==> src/parport_gpio_regs.vh <==
// register offsets, field positions, reset values and timing counts of the parallel port block
// *****************************************************************
// What this block does
// (RQ1) seventeen pins: eight data, four control, five status
// (RQ2) output data mode: twelve outputs, five inputs
// (RQ3) input data mode: four outputs, thirteen inputs
// (RQ4) extended mode: eight outputs, nine inputs
// (RQ5) direction locks once; unknown combinations refused
// (RQ6) up to eight ports, numbered from zero
// (RQ7) address value below sixteen means port index
// (RQ8) default output; no configured port flags error
// (RQ9) pins two to nine form data group
// (RQ10) pins 1, 14, 16, 17 driven in output and input modes, open-collector in extended mode
// (RQ11) extended mode also samples control pins
// (RQ12) pins 10 to 13 and 15 input always
// (RQ13) each input gives true and inverted copies
// (RQ14) per-pin output invert setting
// (RQ15) per-pin enable for reset strobe
// (RQ16) per-port reset delay in nanoseconds
// (RQ17) reset waits delay, then drives invert level
// (RQ18) caller issues reset after write, same cycle
// (RQ19) read strobe samples inputs, per port or all
// (RQ20) write strobe drives inverted outputs to pins
// (RQ21) caller sets step spacing zero for double-step
// (RQ22) external control drivers should be open-collector
// (RQ23) outputs hold; delay counted in clock cycles
// *****************************************************************
`ifndef PARPORT_GPIO_REGS_VH
`define PARPORT_GPIO_REGS_VH

// per-port window, selected by address bits 7:5
`define REG_CFG        3'h0
`define REG_ADDR       3'h1
`define REG_OUT        3'h2
`define REG_INV        3'h3
`define REG_RSTEN      3'h4
`define REG_RTIME      3'h5
`define REG_IN         3'h6
`define REG_INN        3'h7
// global registers, address bit 8 set
`define REG_CMD        3'h0
`define REG_STATUS     3'h1

`define CFG_MODE_LSB   0
`define CFG_EN_BIT     2
`define CFG_LOCK_BIT   3
`define CFG_IDX_BIT    4

`define MODE_OUT       2'h0
`define MODE_IN        2'h1
`define MODE_EXT       2'h2
`define MODE_BAD       2'h3

`define CMD_RD_LSB     0
`define CMD_WR_LSB     8
`define CMD_RS_LSB     16
`define ST_NOPORT_BIT  0
`define ST_BADMODE_BIT 1
`define ST_LOCK_LSB    8

`define INDEX_LIMIT    16'h0010
`define RST_RTIME      32'h0000_0000
`define RST_PIN        17'h0_0000

// pin bit n is connector pin n+1
`define DATA_MASK      17'h0_01fe
`define CTRL_MASK      17'h1_a001
`define STAT_MASK      17'h0_5e00

`define CLK_PERIOD_NS  32'd10

`endif

==> src/port_pins.v <==
// pin logic of one parallel port: direction, inversion, input sampling, timed reset
`timescale 1ns/1ns
`include "parport_gpio_regs.vh"

module port_pins (
    input  wire        mclk_in,
    input  wire        rst_n_in,
    input  wire [1:0]  mode_in,
    input  wire        en_in,
    input  wire [16:0] out_val_in,
    input  wire [16:0] inv_in,
    input  wire [16:0] rsten_in,
    input  wire [31:0] rtime_in,
    input  wire        rd_stb_in,
    input  wire        wr_stb_in,
    input  wire        rs_stb_in,
    input  wire [16:0] pin_in,
    output reg  [16:0] pin_out,      // [RQ1]
    output reg  [16:0] pin_oe_out,
    output reg  [16:0] in_true_out,
    output reg  [16:0] in_not_out
);

    // *****************************************************************
    // direction masks
    // *****************************************************************
    wire        is_out = (mode_in == `MODE_OUT);
    wire        is_in  = (mode_in == `MODE_IN);
    wire        is_ext = (mode_in == `MODE_EXT);
    wire [16:0] out_mask = `CTRL_MASK | (is_in ? 17'h0_0000 : `DATA_MASK); // [RQ2] [RQ3] [RQ4] [RQ9] [RQ10]
    wire [16:0] in_mask  = `STAT_MASK | (is_in ? `DATA_MASK : 17'h0_0000)  // [RQ12] [RQ9]
                         | (is_ext ? `CTRL_MASK : 17'h0_0000);             // [RQ11]

    // round the delay up to whole clock cycles
    wire [32:0] rt_sum   = {1'b0, rtime_in} + {1'b0, `CLK_PERIOD_NS} - 33'd1;
    wire [32:0] rt_cyc33 = rt_sum / {1'b0, `CLK_PERIOD_NS};
    wire [31:0] rt_cyc   = rt_cyc33[31:0];

    reg  [16:0] lvl_ff;
    reg  [31:0] cnt_ff;
    reg         pend_ff;
    reg  [16:0] nxt_lvl;
    reg  [31:0] nxt_cnt;
    reg         nxt_pend;
    reg         do_reset;

    // *****************************************************************
    // write and timed reset
    // *****************************************************************
    always @* begin
        nxt_lvl  = lvl_ff;
        nxt_cnt  = cnt_ff;
        nxt_pend = pend_ff | rs_stb_in;
        do_reset = 1'b0;
        if (cnt_ff != 32'd0) begin
            nxt_cnt = cnt_ff - 32'd1;                           // [RQ23]
        end
        if (wr_stb_in) begin
            nxt_lvl  = (out_val_in ^ inv_in) & out_mask;        // [RQ14] [RQ20]
            nxt_cnt  = rt_cyc;                                  // [RQ16] [RQ23]
            nxt_pend = rs_stb_in;                               // [RQ18]
        end else if (nxt_pend && cnt_ff == 32'd0) begin
            do_reset = 1'b1;                                    // [RQ17]
            nxt_pend = 1'b0;
        end
        if (do_reset) begin
            nxt_lvl = (lvl_ff & ~rsten_in) | (inv_in & rsten_in & out_mask); // [RQ15] [RQ17]
        end
    end

    always @(posedge mclk_in or negedge rst_n_in) begin
        if (!rst_n_in) begin
            lvl_ff      <= `RST_PIN;
            cnt_ff      <= 32'd0;
            pend_ff     <= 1'b0;
            pin_out     <= `RST_PIN;
            pin_oe_out  <= `RST_PIN;
            in_true_out <= `RST_PIN;
            in_not_out  <= `RST_PIN;
        end else begin
            lvl_ff  <= nxt_lvl;                                 // [RQ23]
            cnt_ff  <= nxt_cnt;
            pend_ff <= nxt_pend;
            pin_out <= lvl_ff & out_mask;
            // extended mode drives control pins open-collector: release when high
            if (!en_in) begin
                pin_oe_out <= `RST_PIN;
            end else if (is_ext) begin
                pin_oe_out <= `DATA_MASK | (`CTRL_MASK & ~lvl_ff); // [RQ4] [RQ11]
            end else begin
                pin_oe_out <= out_mask & {17{is_out | is_in}};  // [RQ10]
            end
            if (rd_stb_in) begin
                in_true_out <= pin_in & in_mask;                // [RQ13] [RQ19]
                in_not_out  <= ~pin_in & in_mask;               // [RQ13] [RQ19]
            end
        end
    end

endmodule

==> src/parport_gpio.v <==
// parallel port pin block: Avalon-MM register slave and up to eight port instances
//
// Implementation choices: the address map and register access over Avalon-MM.
`timescale 1ns/1ns
`include "parport_gpio_regs.vh"

module parport_gpio #(
    parameter NUM_PORTS = 8
) (
    input  wire                    mclk_in,
    input  wire                    rst_n_in,
    input  wire [8:0]              address_in,
    input  wire                    read_in,
    input  wire                    write_in,
    input  wire [31:0]             writedata_in,
    output reg  [31:0]             readdata_out,
    output reg                     waitrequest_out,
    input  wire [17*NUM_PORTS-1:0] pin_in,
    output wire [17*NUM_PORTS-1:0] pin_out,
    output wire [17*NUM_PORTS-1:0] pin_oe_out
);

    // *****************************************************************
    // reset release
    // *****************************************************************
    reg rst_meta_ff;
    reg rst_sync_ff;

    always @(posedge mclk_in or negedge rst_n_in) begin
        if (!rst_n_in) begin
            rst_meta_ff <= 1'b0;
            rst_sync_ff <= 1'b0;
        end else begin
            rst_meta_ff <= 1'b1;
            rst_sync_ff <= rst_meta_ff;
        end
    end

    wire rst_n = rst_sync_ff;

    // *****************************************************************
    // bus decode
    // *****************************************************************
    // one wait state on every access: the request is answered one edge after
    // it is seen, and a write takes effect on the edge with waitrequest low
    wire       wr_hit   = write_in & ~waitrequest_out;
    wire       is_glb   = address_in[8];
    wire [2:0] port_sel = address_in[7:5];
    wire [2:0] reg_sel  = address_in[4:2];

    wire cmd_wr  = wr_hit && is_glb && reg_sel == `REG_CMD;
    wire stat_wr = wr_hit && is_glb && reg_sel == `REG_STATUS;

    wire [NUM_PORTS-1:0] rd_stb = cmd_wr ? writedata_in[`CMD_RD_LSB +: NUM_PORTS]
                                         : {NUM_PORTS{1'b0}}; // [RQ19]
    wire [NUM_PORTS-1:0] wr_stb = cmd_wr ? writedata_in[`CMD_WR_LSB +: NUM_PORTS]
                                         : {NUM_PORTS{1'b0}}; // [RQ20]
    wire [NUM_PORTS-1:0] rs_stb = cmd_wr ? writedata_in[`CMD_RS_LSB +: NUM_PORTS]
                                         : {NUM_PORTS{1'b0}}; // [RQ18]

    // *****************************************************************
    // per-port registers and pin logic
    // *****************************************************************
    wire [NUM_PORTS-1:0]    en_vec;
    wire [NUM_PORTS-1:0]    lock_vec;
    wire [NUM_PORTS-1:0]    bad_vec;
    wire [32*NUM_PORTS-1:0] cfg_rd;
    wire [32*NUM_PORTS-1:0] addr_rd;
    wire [17*NUM_PORTS-1:0] out_rd;
    wire [17*NUM_PORTS-1:0] inv_rd;
    wire [17*NUM_PORTS-1:0] rsten_rd;
    wire [32*NUM_PORTS-1:0] rtime_rd;
    wire [17*NUM_PORTS-1:0] in_true;
    wire [17*NUM_PORTS-1:0] in_not;

    genvar p;
    generate
        for (p = 0; p < NUM_PORTS; p = p + 1) begin : g_port // [RQ6]
            reg  [1:0]  mode_ff;
            reg         en_ff;
            reg         lock_ff;
            reg  [15:0] addr_ff;
            reg  [16:0] out_ff;
            reg  [16:0] inv_ff;
            reg  [16:0] rsten_ff;
            reg  [31:0] rtime_ff;
            // a genvar cannot be part-selected, so the index gets a sized copy
            localparam [2:0] PIDX = p;
            wire        sel = wr_hit && !is_glb && port_sel == PIDX;
            wire        cfg_wr = sel && reg_sel == `REG_CFG;
            wire [1:0]  req_mode = writedata_in[`CFG_MODE_LSB +: 2];

            assign bad_vec[p] = cfg_wr && !lock_ff && req_mode == `MODE_BAD; // [RQ5]

            always @(posedge mclk_in or negedge rst_n) begin
                if (!rst_n) begin
                    mode_ff  <= `MODE_OUT;                      // [RQ8]
                    en_ff    <= 1'b0;
                    lock_ff  <= 1'b0;
                    addr_ff  <= 16'h0000;
                    out_ff   <= `RST_PIN;
                    inv_ff   <= `RST_PIN;
                    rsten_ff <= `RST_PIN;
                    rtime_ff <= `RST_RTIME;
                end else begin
                    // direction follows each unlocked write of a known mode and locks on the write that enables the port
                    if (cfg_wr && !lock_ff && req_mode != `MODE_BAD) begin // [RQ5]
                        mode_ff <= req_mode;
                        en_ff   <= writedata_in[`CFG_EN_BIT];
                        lock_ff <= writedata_in[`CFG_EN_BIT];
                    end
                    if (sel && reg_sel == `REG_ADDR && !lock_ff) begin
                        addr_ff <= writedata_in[15:0];
                    end
                    if (sel && reg_sel == `REG_OUT) begin
                        out_ff <= writedata_in[16:0];
                    end
                    if (sel && reg_sel == `REG_INV) begin
                        inv_ff <= writedata_in[16:0];           // [RQ14]
                    end
                    if (sel && reg_sel == `REG_RSTEN) begin
                        rsten_ff <= writedata_in[16:0];         // [RQ15]
                    end
                    if (sel && reg_sel == `REG_RTIME) begin
                        rtime_ff <= writedata_in;               // [RQ16]
                    end
                end
            end

            assign en_vec[p]           = en_ff;
            assign lock_vec[p]         = lock_ff;
            assign cfg_rd[32*p +: 32]  = {27'h000_0000,
                                          addr_ff < `INDEX_LIMIT, // [RQ7]
                                          lock_ff, en_ff, mode_ff};
            assign addr_rd[32*p +: 32] = {16'h0000, addr_ff};
            assign out_rd[17*p +: 17]  = out_ff;
            assign inv_rd[17*p +: 17]  = inv_ff;
            assign rsten_rd[17*p +: 17] = rsten_ff;
            assign rtime_rd[32*p +: 32] = rtime_ff;

            port_pins u_pins (
                .mclk_in     (mclk_in),
                .rst_n_in    (rst_n),
                .mode_in     (mode_ff),
                .en_in       (en_ff),
                .out_val_in  (out_ff),
                .inv_in      (inv_ff),
                .rsten_in    (rsten_ff),
                .rtime_in    (rtime_ff),
                .rd_stb_in   (rd_stb[p]),
                .wr_stb_in   (wr_stb[p] & en_ff),
                .rs_stb_in   (rs_stb[p] & en_ff),
                .pin_in      (pin_in[17*p +: 17]),
                .pin_out     (pin_out[17*p +: 17]),
                .pin_oe_out  (pin_oe_out[17*p +: 17]),
                .in_true_out (in_true[17*p +: 17]),
                .in_not_out  (in_not[17*p +: 17])
            );
        end
    endgenerate

    // *****************************************************************
    // global status
    // *****************************************************************
    reg bad_mode_ff;

    // a refused mode in the clearing cycle still sets the flag
    always @(posedge mclk_in or negedge rst_n) begin
        if (!rst_n) begin
            bad_mode_ff <= 1'b0;
        end else if (|bad_vec) begin
            bad_mode_ff <= 1'b1;                                // [RQ5]
        end else if (stat_wr && writedata_in[`ST_BADMODE_BIT]) begin
            bad_mode_ff <= 1'b0;
        end
    end

    wire [31:0] status_word = {{(24-NUM_PORTS){1'b0}}, lock_vec,
                               6'h00, bad_mode_ff, ~(|en_vec)}; // [RQ8]

    // *****************************************************************
    // read mux and bus handshake
    // *****************************************************************
    wire        port_ok = {1'b0, port_sel} < NUM_PORTS;
    reg  [31:0] nxt_rdata;

    always @* begin
        nxt_rdata = 32'h0000_0000;
        if (is_glb) begin
            if (reg_sel == `REG_STATUS) begin
                nxt_rdata = status_word;
            end
        end else if (port_ok) begin
            case (reg_sel)
                `REG_CFG:   nxt_rdata = cfg_rd[32*port_sel +: 32];
                `REG_ADDR:  nxt_rdata = addr_rd[32*port_sel +: 32];
                `REG_OUT:   nxt_rdata = {15'h0000, out_rd[17*port_sel +: 17]};
                `REG_INV:   nxt_rdata = {15'h0000, inv_rd[17*port_sel +: 17]};
                `REG_RSTEN: nxt_rdata = {15'h0000, rsten_rd[17*port_sel +: 17]};
                `REG_RTIME: nxt_rdata = rtime_rd[32*port_sel +: 32];
                `REG_IN:    nxt_rdata = {15'h0000, in_true[17*port_sel +: 17]}; // [RQ13]
                default:    nxt_rdata = {15'h0000, in_not[17*port_sel +: 17]};  // [RQ13]
            endcase
        end
    end

    always @(posedge mclk_in or negedge rst_n) begin
        if (!rst_n) begin
            waitrequest_out <= 1'b1;
            readdata_out    <= 32'h0000_0000;
        end else if ((read_in || write_in) && waitrequest_out) begin
            waitrequest_out <= 1'b0;
            readdata_out    <= read_in ? nxt_rdata : 32'h0000_0000;
        end else begin
            waitrequest_out <= 1'b1;
        end
    end

endmodule

==> config.mk <==
export PLATFORM = sky130hd
export DESIGN_NAME = parport_gpio
export DESIGN_NICKNAME = d
export VERILOG_FILES = /design/src/port_pins.v /design/src/parport_gpio.v
export VERILOG_INCLUDE_DIRS = /design/src
export SDC_FILE = /design/constraint.sdc
export NUM_CORES = 2
export LEC_CHECK = 0
export BUFFER_PORTS_ARGS = -buffer_cell sky130_fd_sc_hd__buf_2
export CAP_MARGIN = 20
export CELL_PAD_IN_SITES_DETAIL_PLACEMENT = 1
export CELL_PAD_IN_SITES_GLOBAL_PLACEMENT = 1
export CORE_MARGIN = 5
export CORE_UTILIZATION = 32
export DETAILED_ROUTE_END_ITERATION = 7
export PLACE_DENSITY = 0.65
export SYNTH_ARGS = -nofsm -noshare
export SYNTH_HDL_FRONTEND = slang
export SYNTH_SLANG_ARGS = --single-unit
==> constraint.sdc <==
create_clock -name mclk_in -period 154.9 [get_ports mclk_in]
set_clock_uncertainty 0.1 [all_clocks]
set_input_delay 15.49 -clock mclk_in [delete_from_list [all_inputs] [get_ports mclk_in]]
set_output_delay 15.49 -clock mclk_in [all_outputs]
set_load 0.05 [all_outputs]
# [Yosys cells after proc, flatten, opt, wreduce, memory -nomap -nowiden]
# Cells that the tools add are included.
[totals] register_bits=1796 output_inout_bits=305 word_cells=615 in_bits=181
[op_classes] muxes=114 add_sub_neg=24 n_div=8 mul=1 bitwise=147 n_eq_ne=31 shift=8 magnitude_cmp=8 n_reduce_logical=157
[op_table] cell="17-bit AND" n=64
[op_table] cell="256-bit by 9-bit variable part select with 32-bit output" n=3
[op_table] cell="17-bit 2-to-1 mux" n=40
[op_table] cell="136-bit by 9-bit variable part select with 17-bit output" n=5
[op_table] cell="32-bit 2-to-1 mux" n=18
[op_table] cell="17-bit inverter" n=24
[op_table] cell="17-bit bitwise OR" n=16
[op_table] cell="32-bit by 4-bit adder with 33-bit output, second input constant" n=8
[op_table] cell="33-bit by 4-bit divider with 33-bit output, second input constant" n=8
[op_table] cell="33-bit by 1-bit subtractor with 33-bit output, second input constant" n=8
[op_table] cell="32-bit logical NOT" n=8
[op_table] cell="32-bit nonzero test" n=8
[op_table] cell="32-bit by 1-bit subtractor with 32-bit output, second input constant" n=8
[op_table] cell="32-bit case mux with 7 select lines" n=1
[op_table] cell="9-bit 2-to-1 mux" n=16
[op_table] cell="17-bit XOR" n=8
[op_table] cell="16-bit by 5-bit less-than comparator with 1-bit output, second input constant" n=8
[op_table] cell="1-bit logical AND" n=102
[op_table] cell="1-bit 2-to-1 mux" n=35
[op_table] cell="2-bit nonzero test" n=17
[op_table] cell="8-bit 2-to-1 mux" n=3
[op_table] cell="3-bit equality test, second input constant" n=7
[op_table] cell="2-bit equality test, second input constant" n=9
[op_table] cell="1-bit AND" n=17
[op_table] cell="other kinds (13)" n=57

# [Depth between registers and ports, before layout]
[depth] ltp_word=11 ltp_mapped=55 ltp_nobuf=42

# [Hierarchy]
# A second synthesis with hierarchy kept.
[hier_totals] cells_unflattened=13629 area_unflattened_um2=123643.6
[by_module_without_submodules] mod="parport_gpio" cells_per_inst=3365 n_inst=1 seq_area_each_um2=21321.7 area_each_um2=42462.0
[by_module_without_submodules] mod="port_pins (g_port[4].u_pins ...)" cells_per_inst=1301 n_inst=4 seq_area_each_um2=2402.3 area_each_um2=10309.9
[by_module_without_submodules] mod="port_pins (g_port[1].u_pins ...)" cells_per_inst=1252 n_inst=3 seq_area_each_um2=2402.3 area_each_um2=9853.2
[by_module_without_submodules] mod="port_pins (g_port[0].u_pins)" cells_per_inst=1304 n_inst=1 seq_area_each_um2=2402.3 area_each_um2=10382.5

# [Worst setup path after synthesis]
# Ideal clock, no wire load.
[synth_timing] path_kind="input to register" start="in address_in[5]" end="reg readdata_out[12]" path_buffers=5 stages=8 arrival_time_ns=18.333 required_ns=154.668 setup_slack_ns=136.335 setup_ns=0.132 path_cell_list="clkbuf_1 buf_1 clkbuf_1 clkbuf_1 buf_1 mux4_2 a221oi_1 o21ai_0"
[synth_between] elab_chain_len=5 word_cells_on_any_way=12 cone_classes="1 x mul; 8 x shift; 3 x mux"
[synth_rtl] element="from (decl)" line="parport_gpio.v:12" text="input wire [8:0] address_in,"
[synth_rtl] element="5-bit by 3-bit multiplier with 8-bit output"
[synth_rtl] element="136-bit by 9-bit variable part select with 17-bit output, on equally long branches"
[synth_rtl] element="32-bit case mux with 7 select lines *" line="parport_gpio.v:194" text="case (reg_sel)"
[synth_rtl] element="32-bit 2-to-1 mux *" line="parport_gpio.v:189" text="if (is_glb) begin"
[synth_rtl] element="32-bit 2-to-1 mux *" line="parport_gpio.v:213" text="readdata_out <= read_in ? nxt_rdata : 32'h0000_0000;"
[synth_rtl] element="to (signal assigned)" line="parport_gpio.v:213"
[synth_rtl] element="to (decl)" line="parport_gpio.v:16" text="output reg [31:0] readdata_out,"
# Every way passes the cells marked *; elsewhere a longest branch is shown, timed or not.
# A chain may end at the register's enable or synchronous reset.

# [Final worst setup path]
[layout_timing] start="in address_in[4]" end="reg readdata_out[3]"
[layout_between] elab_chain_len=4 word_cells_on_any_way=10 cone_classes="6 x eq/ne; 3 x mux; 1 x reduce/logical"
[layout_rtl] element="3-bit equality test (tied with other cells)" line="parport_gpio.v:194"
[layout_rtl] element="32-bit case mux with 7 select lines *" line="parport_gpio.v:194"
[layout_rtl] element="32-bit 2-to-1 mux *" line="parport_gpio.v:189"
[layout_rtl] element="32-bit 2-to-1 mux *" line="parport_gpio.v:213"
# Marks and branches as above.

==> results.toml <==
[outcome]
outcome = "finished, final reports clean"

[global_route]
grt_pass1_vias = 111000
overflow = 0
grt_max_degree = 161
grt_pass1_wl_um = 737000
antenna_found_initial = 51
grt_use_total = 0.242

[synth]
synth_top_family_by_area = "compound AO/OA/AOI/OAI gates"
yosysWarnings = 0
yosys.area_share.xor_xnor = 0.0611
synth-seq-area-share = 0.339
synth-edff-count = 0
syn_area_per_cell_um2 = 8.88
synth_fa_ha_area_frac = 0.00445
yosysUniqueCellTypes = 158
synth_seq_cells = 1620
yosys-mux-area-fraction = 0.122
ys.flop_type = "dfrtp_1"
synth_simple_gate_area_share = 0.188
synthArstFlopShare = 1.00
netlist_area_mm2 = 0.120
synth_compound_area_frac = 0.239
syn_inst = 13500

[timing]
rsz0062_at_grt = "no"
tns_ns = 0
setup_viol_count_final = 0
max_slew_margin = 0.207
fin_crit_sh = 0.132
maxSlewViolCount = 0
finalHoldViolCount = 0
fin_crit_ns = 20.43
worstMarginPinSlew_ns = 1.19
whs_ns = 0.229
max_freq_ghz = 0.0490

[setup_path]
cp_slowest_cell = "o21ai_1"
critPathBufInv = 5
crit_type = "input pin to flop"
r2r_slack_ns = 138.71
cp_top_family = "buffers and inverters"
path_common_cell = "buf_4"
cp.required_ns = 155.61
crit_path_start_kind = "input pin"
crit_path_cell_trace = "clkbuf_8 -> buf_4 -> buf_4 -> nand2b_1 -> nor2_4 -> buf_4 -> buf_4 -> a221oi_1 -> or4_1 -> o21ai_1 -> mux4_2 -> a22o_1"
slowest_delay_ns = 0.90
cp_max_fo = 49
r2r_end = "g_port[6].u_pins.cnt_ff[0]"
startpoint = "address_in[4]"
crit_arrival_ns = 21.14
crit_path_end = "readdata_out[3]"
crit_cells = 12
crit_path_end_kind = "flop"
r2r-start = "g_port[6].rtime_ff[12]"
r2r_cells = 41

[placement]
io_buffers = 403
gp_congestion = 0.891
hpwl_um = 352000

[drt]
drtPass1Iterations = 6
vias = 113000
drt_iter0_drc = 9594
ant_nets = 0
via_per_inst = 6.10
wl_um = 490000
drc = 0
wl_per_cell_um = 26.5

[floorplan]
dieWidth_um = 621
die_h_um = 621
ios = 486
start_util = 0.321
std_cell_rows = 224
dieArea_mm2 = 0.386
core_mm2 = 0.372

[cts]
clk_path_buf_depth = 4
insertion_delay_ns = 0.93
clock-sinks = 1620
clkTransAtPathRegs_ns = 0.06
cts_resized = 0
cts_tree = "yes"
cts_root_buf = "clkbuf_16"
cts_htree_levels = 4
numCtsBuffers = 190
postCtsSetupBuffers = 0
hold_buffers = 0

[flow_run]
drv_cap = 0

[cells_and_area]
drive_above_1_share = 0.184
area_delta_synth_final_pct = 10.7
nets = 13500

[min_path]
hold_class = "flop to async pin"
## placed cells by master, fill, tap and decap left out, drive strengths merged, types with 55 or more instances in the layout
cell type  synthesis  routed
dfrtp           1619    1619
nand2           1409    1409
nor2            1025    1025
o21ai            912     912
mux2             892     892
buf              435     734
a21oi            616     616
xnor2            460     460
nand3            419     419
nor3             410     410
xor2             345     345
clkbuf           690     271
nor4             263     263
a31oi            243     243
mux2i            219     219
a211oi           210     210
o31ai            206     206
and2             197     197
o211ai           178     178
nand4            169     169
a221oi           151     151
a22oi            145     145
and3             135     135
o22ai            109     109
mux4             104     104
a221o             94      94
a311oi            90      90
inv               82      89
nor2b             87      87
or3               85      85
conb               2      81
nand2b            81      81
or4               73      73
o221ai            70      70
o2111ai           69      69
or2               69      69
a21o              59      59
a32oi             58      58
a211o             57      57
o311ai            55      55
## per-layer routing
metal,track usage,up-vias,part of all wire
met2,0.380,3315,0.45
met5,0,-,0.00012
met3,0.0335,734,0.058
met4,0.0959,8,0.045
met1,0.335,58000,0.45
li1,-,50700,-
## registers in the layout, indices dropped and copies added, names as in the netlist, 8 cells and up, named ones only
name                       flops
g_port.rtime_ff              256
g_port.u_pins.cnt_ff         256
g_port.inv_ff                136
g_port.out_ff                136
g_port.rsten_ff              136
g_port.u_pins.in_not_out     136
g_port.u_pins.in_true_out    136
g_port.addr_ff               128
g_port.u_pins.pin_out         96
g_port.u_pins.lvl_ff          64
g_port.u_pins.pin_oe_out      40
readdata_out                  32
g_port.mode_ff                16
g_port.lock_ff                 8
g_port.u_pins.pend_ff          8
## stage by stage
stage	utilization	area [um2]	std cells	setup WS, ns
2_1_floorplan	-	120000	13500	106.30
3_3_place_gp	0.338	126000	18100	133.67
3_5_place_dp	0.338	126000	18100	133.66
4_1_cts	0.355	132000	18400	134.60
5_1_grt	0.356	132000	18500	134.47
6_report	0.356	132000	18500	134.47
## cell usage after synthesis, types with 195 or more instances
cell type	instances	area share
clkbuf_1	683	0.021
o21ai_0	857	0.036
nand2_1	1405	0.044
mux2i_1	214	0.018
dfrtp_1	1619	0.34
mux2_2	891	0.084
nand3_1	414	0.017
a31oi_1	238	0.012
nor4_1	238	0.012
xnor2_1	444	0.033
nor2_1	1016	0.032
nor3_1	389	0.016
o31ai_1	195	0.012
xor2_1	345	0.025
a21oi_1	602	0.025
## layout make-up
type	instances	area, um2
repair buffers	737	4740
flip-flops and latches	1620	40500
well taps	4972	6220
clock buffers	268	5540
multi-input cells	10700	74100
diodes	28	70.1
inverters	82	310
clock inverters	72	842
fillers	43500	240000
## worst register-to-register path, delay by kind of cell, from the launching register on
kind            cells  cell delay, ns
compound gates     20            7.27
xor+xnor            3            1.86
flops               1            0.69
mux                 3            1.19
simple gates       15            5.00
## worst min-delay path by stage
stage	from	to	slack (ns)	depth (start not counted)
floorplan	rst_meta_ff	rst_n	0.23	0
global placement	rst_meta_ff	rst_n	0.23	0
detailed placement	rst_meta_ff	rst_n	0.24	0
CTS	rst_meta_ff	rst_n	0.25	0
global route	rst_meta_ff	rst_n	0.27	0
finish	rst_n	g_port[0].u_pins.in_true_out[6]	0.23	0
## cell families after synthesis
kind of cell             Yosys count
buffers and inverters           1207
AO/OA/AOI/OAI                   3982
flip-flops                      1620
AND/OR/NAND/NOR                 4573
XOR/XNOR                         810
adder cells (fa/ha/maj)           47
other                              2
multiplexers                    1215
Power is left out: the tool's default activity adds up to more than one toggle a clock period on the data nets, which glitch-free logic cannot reach.
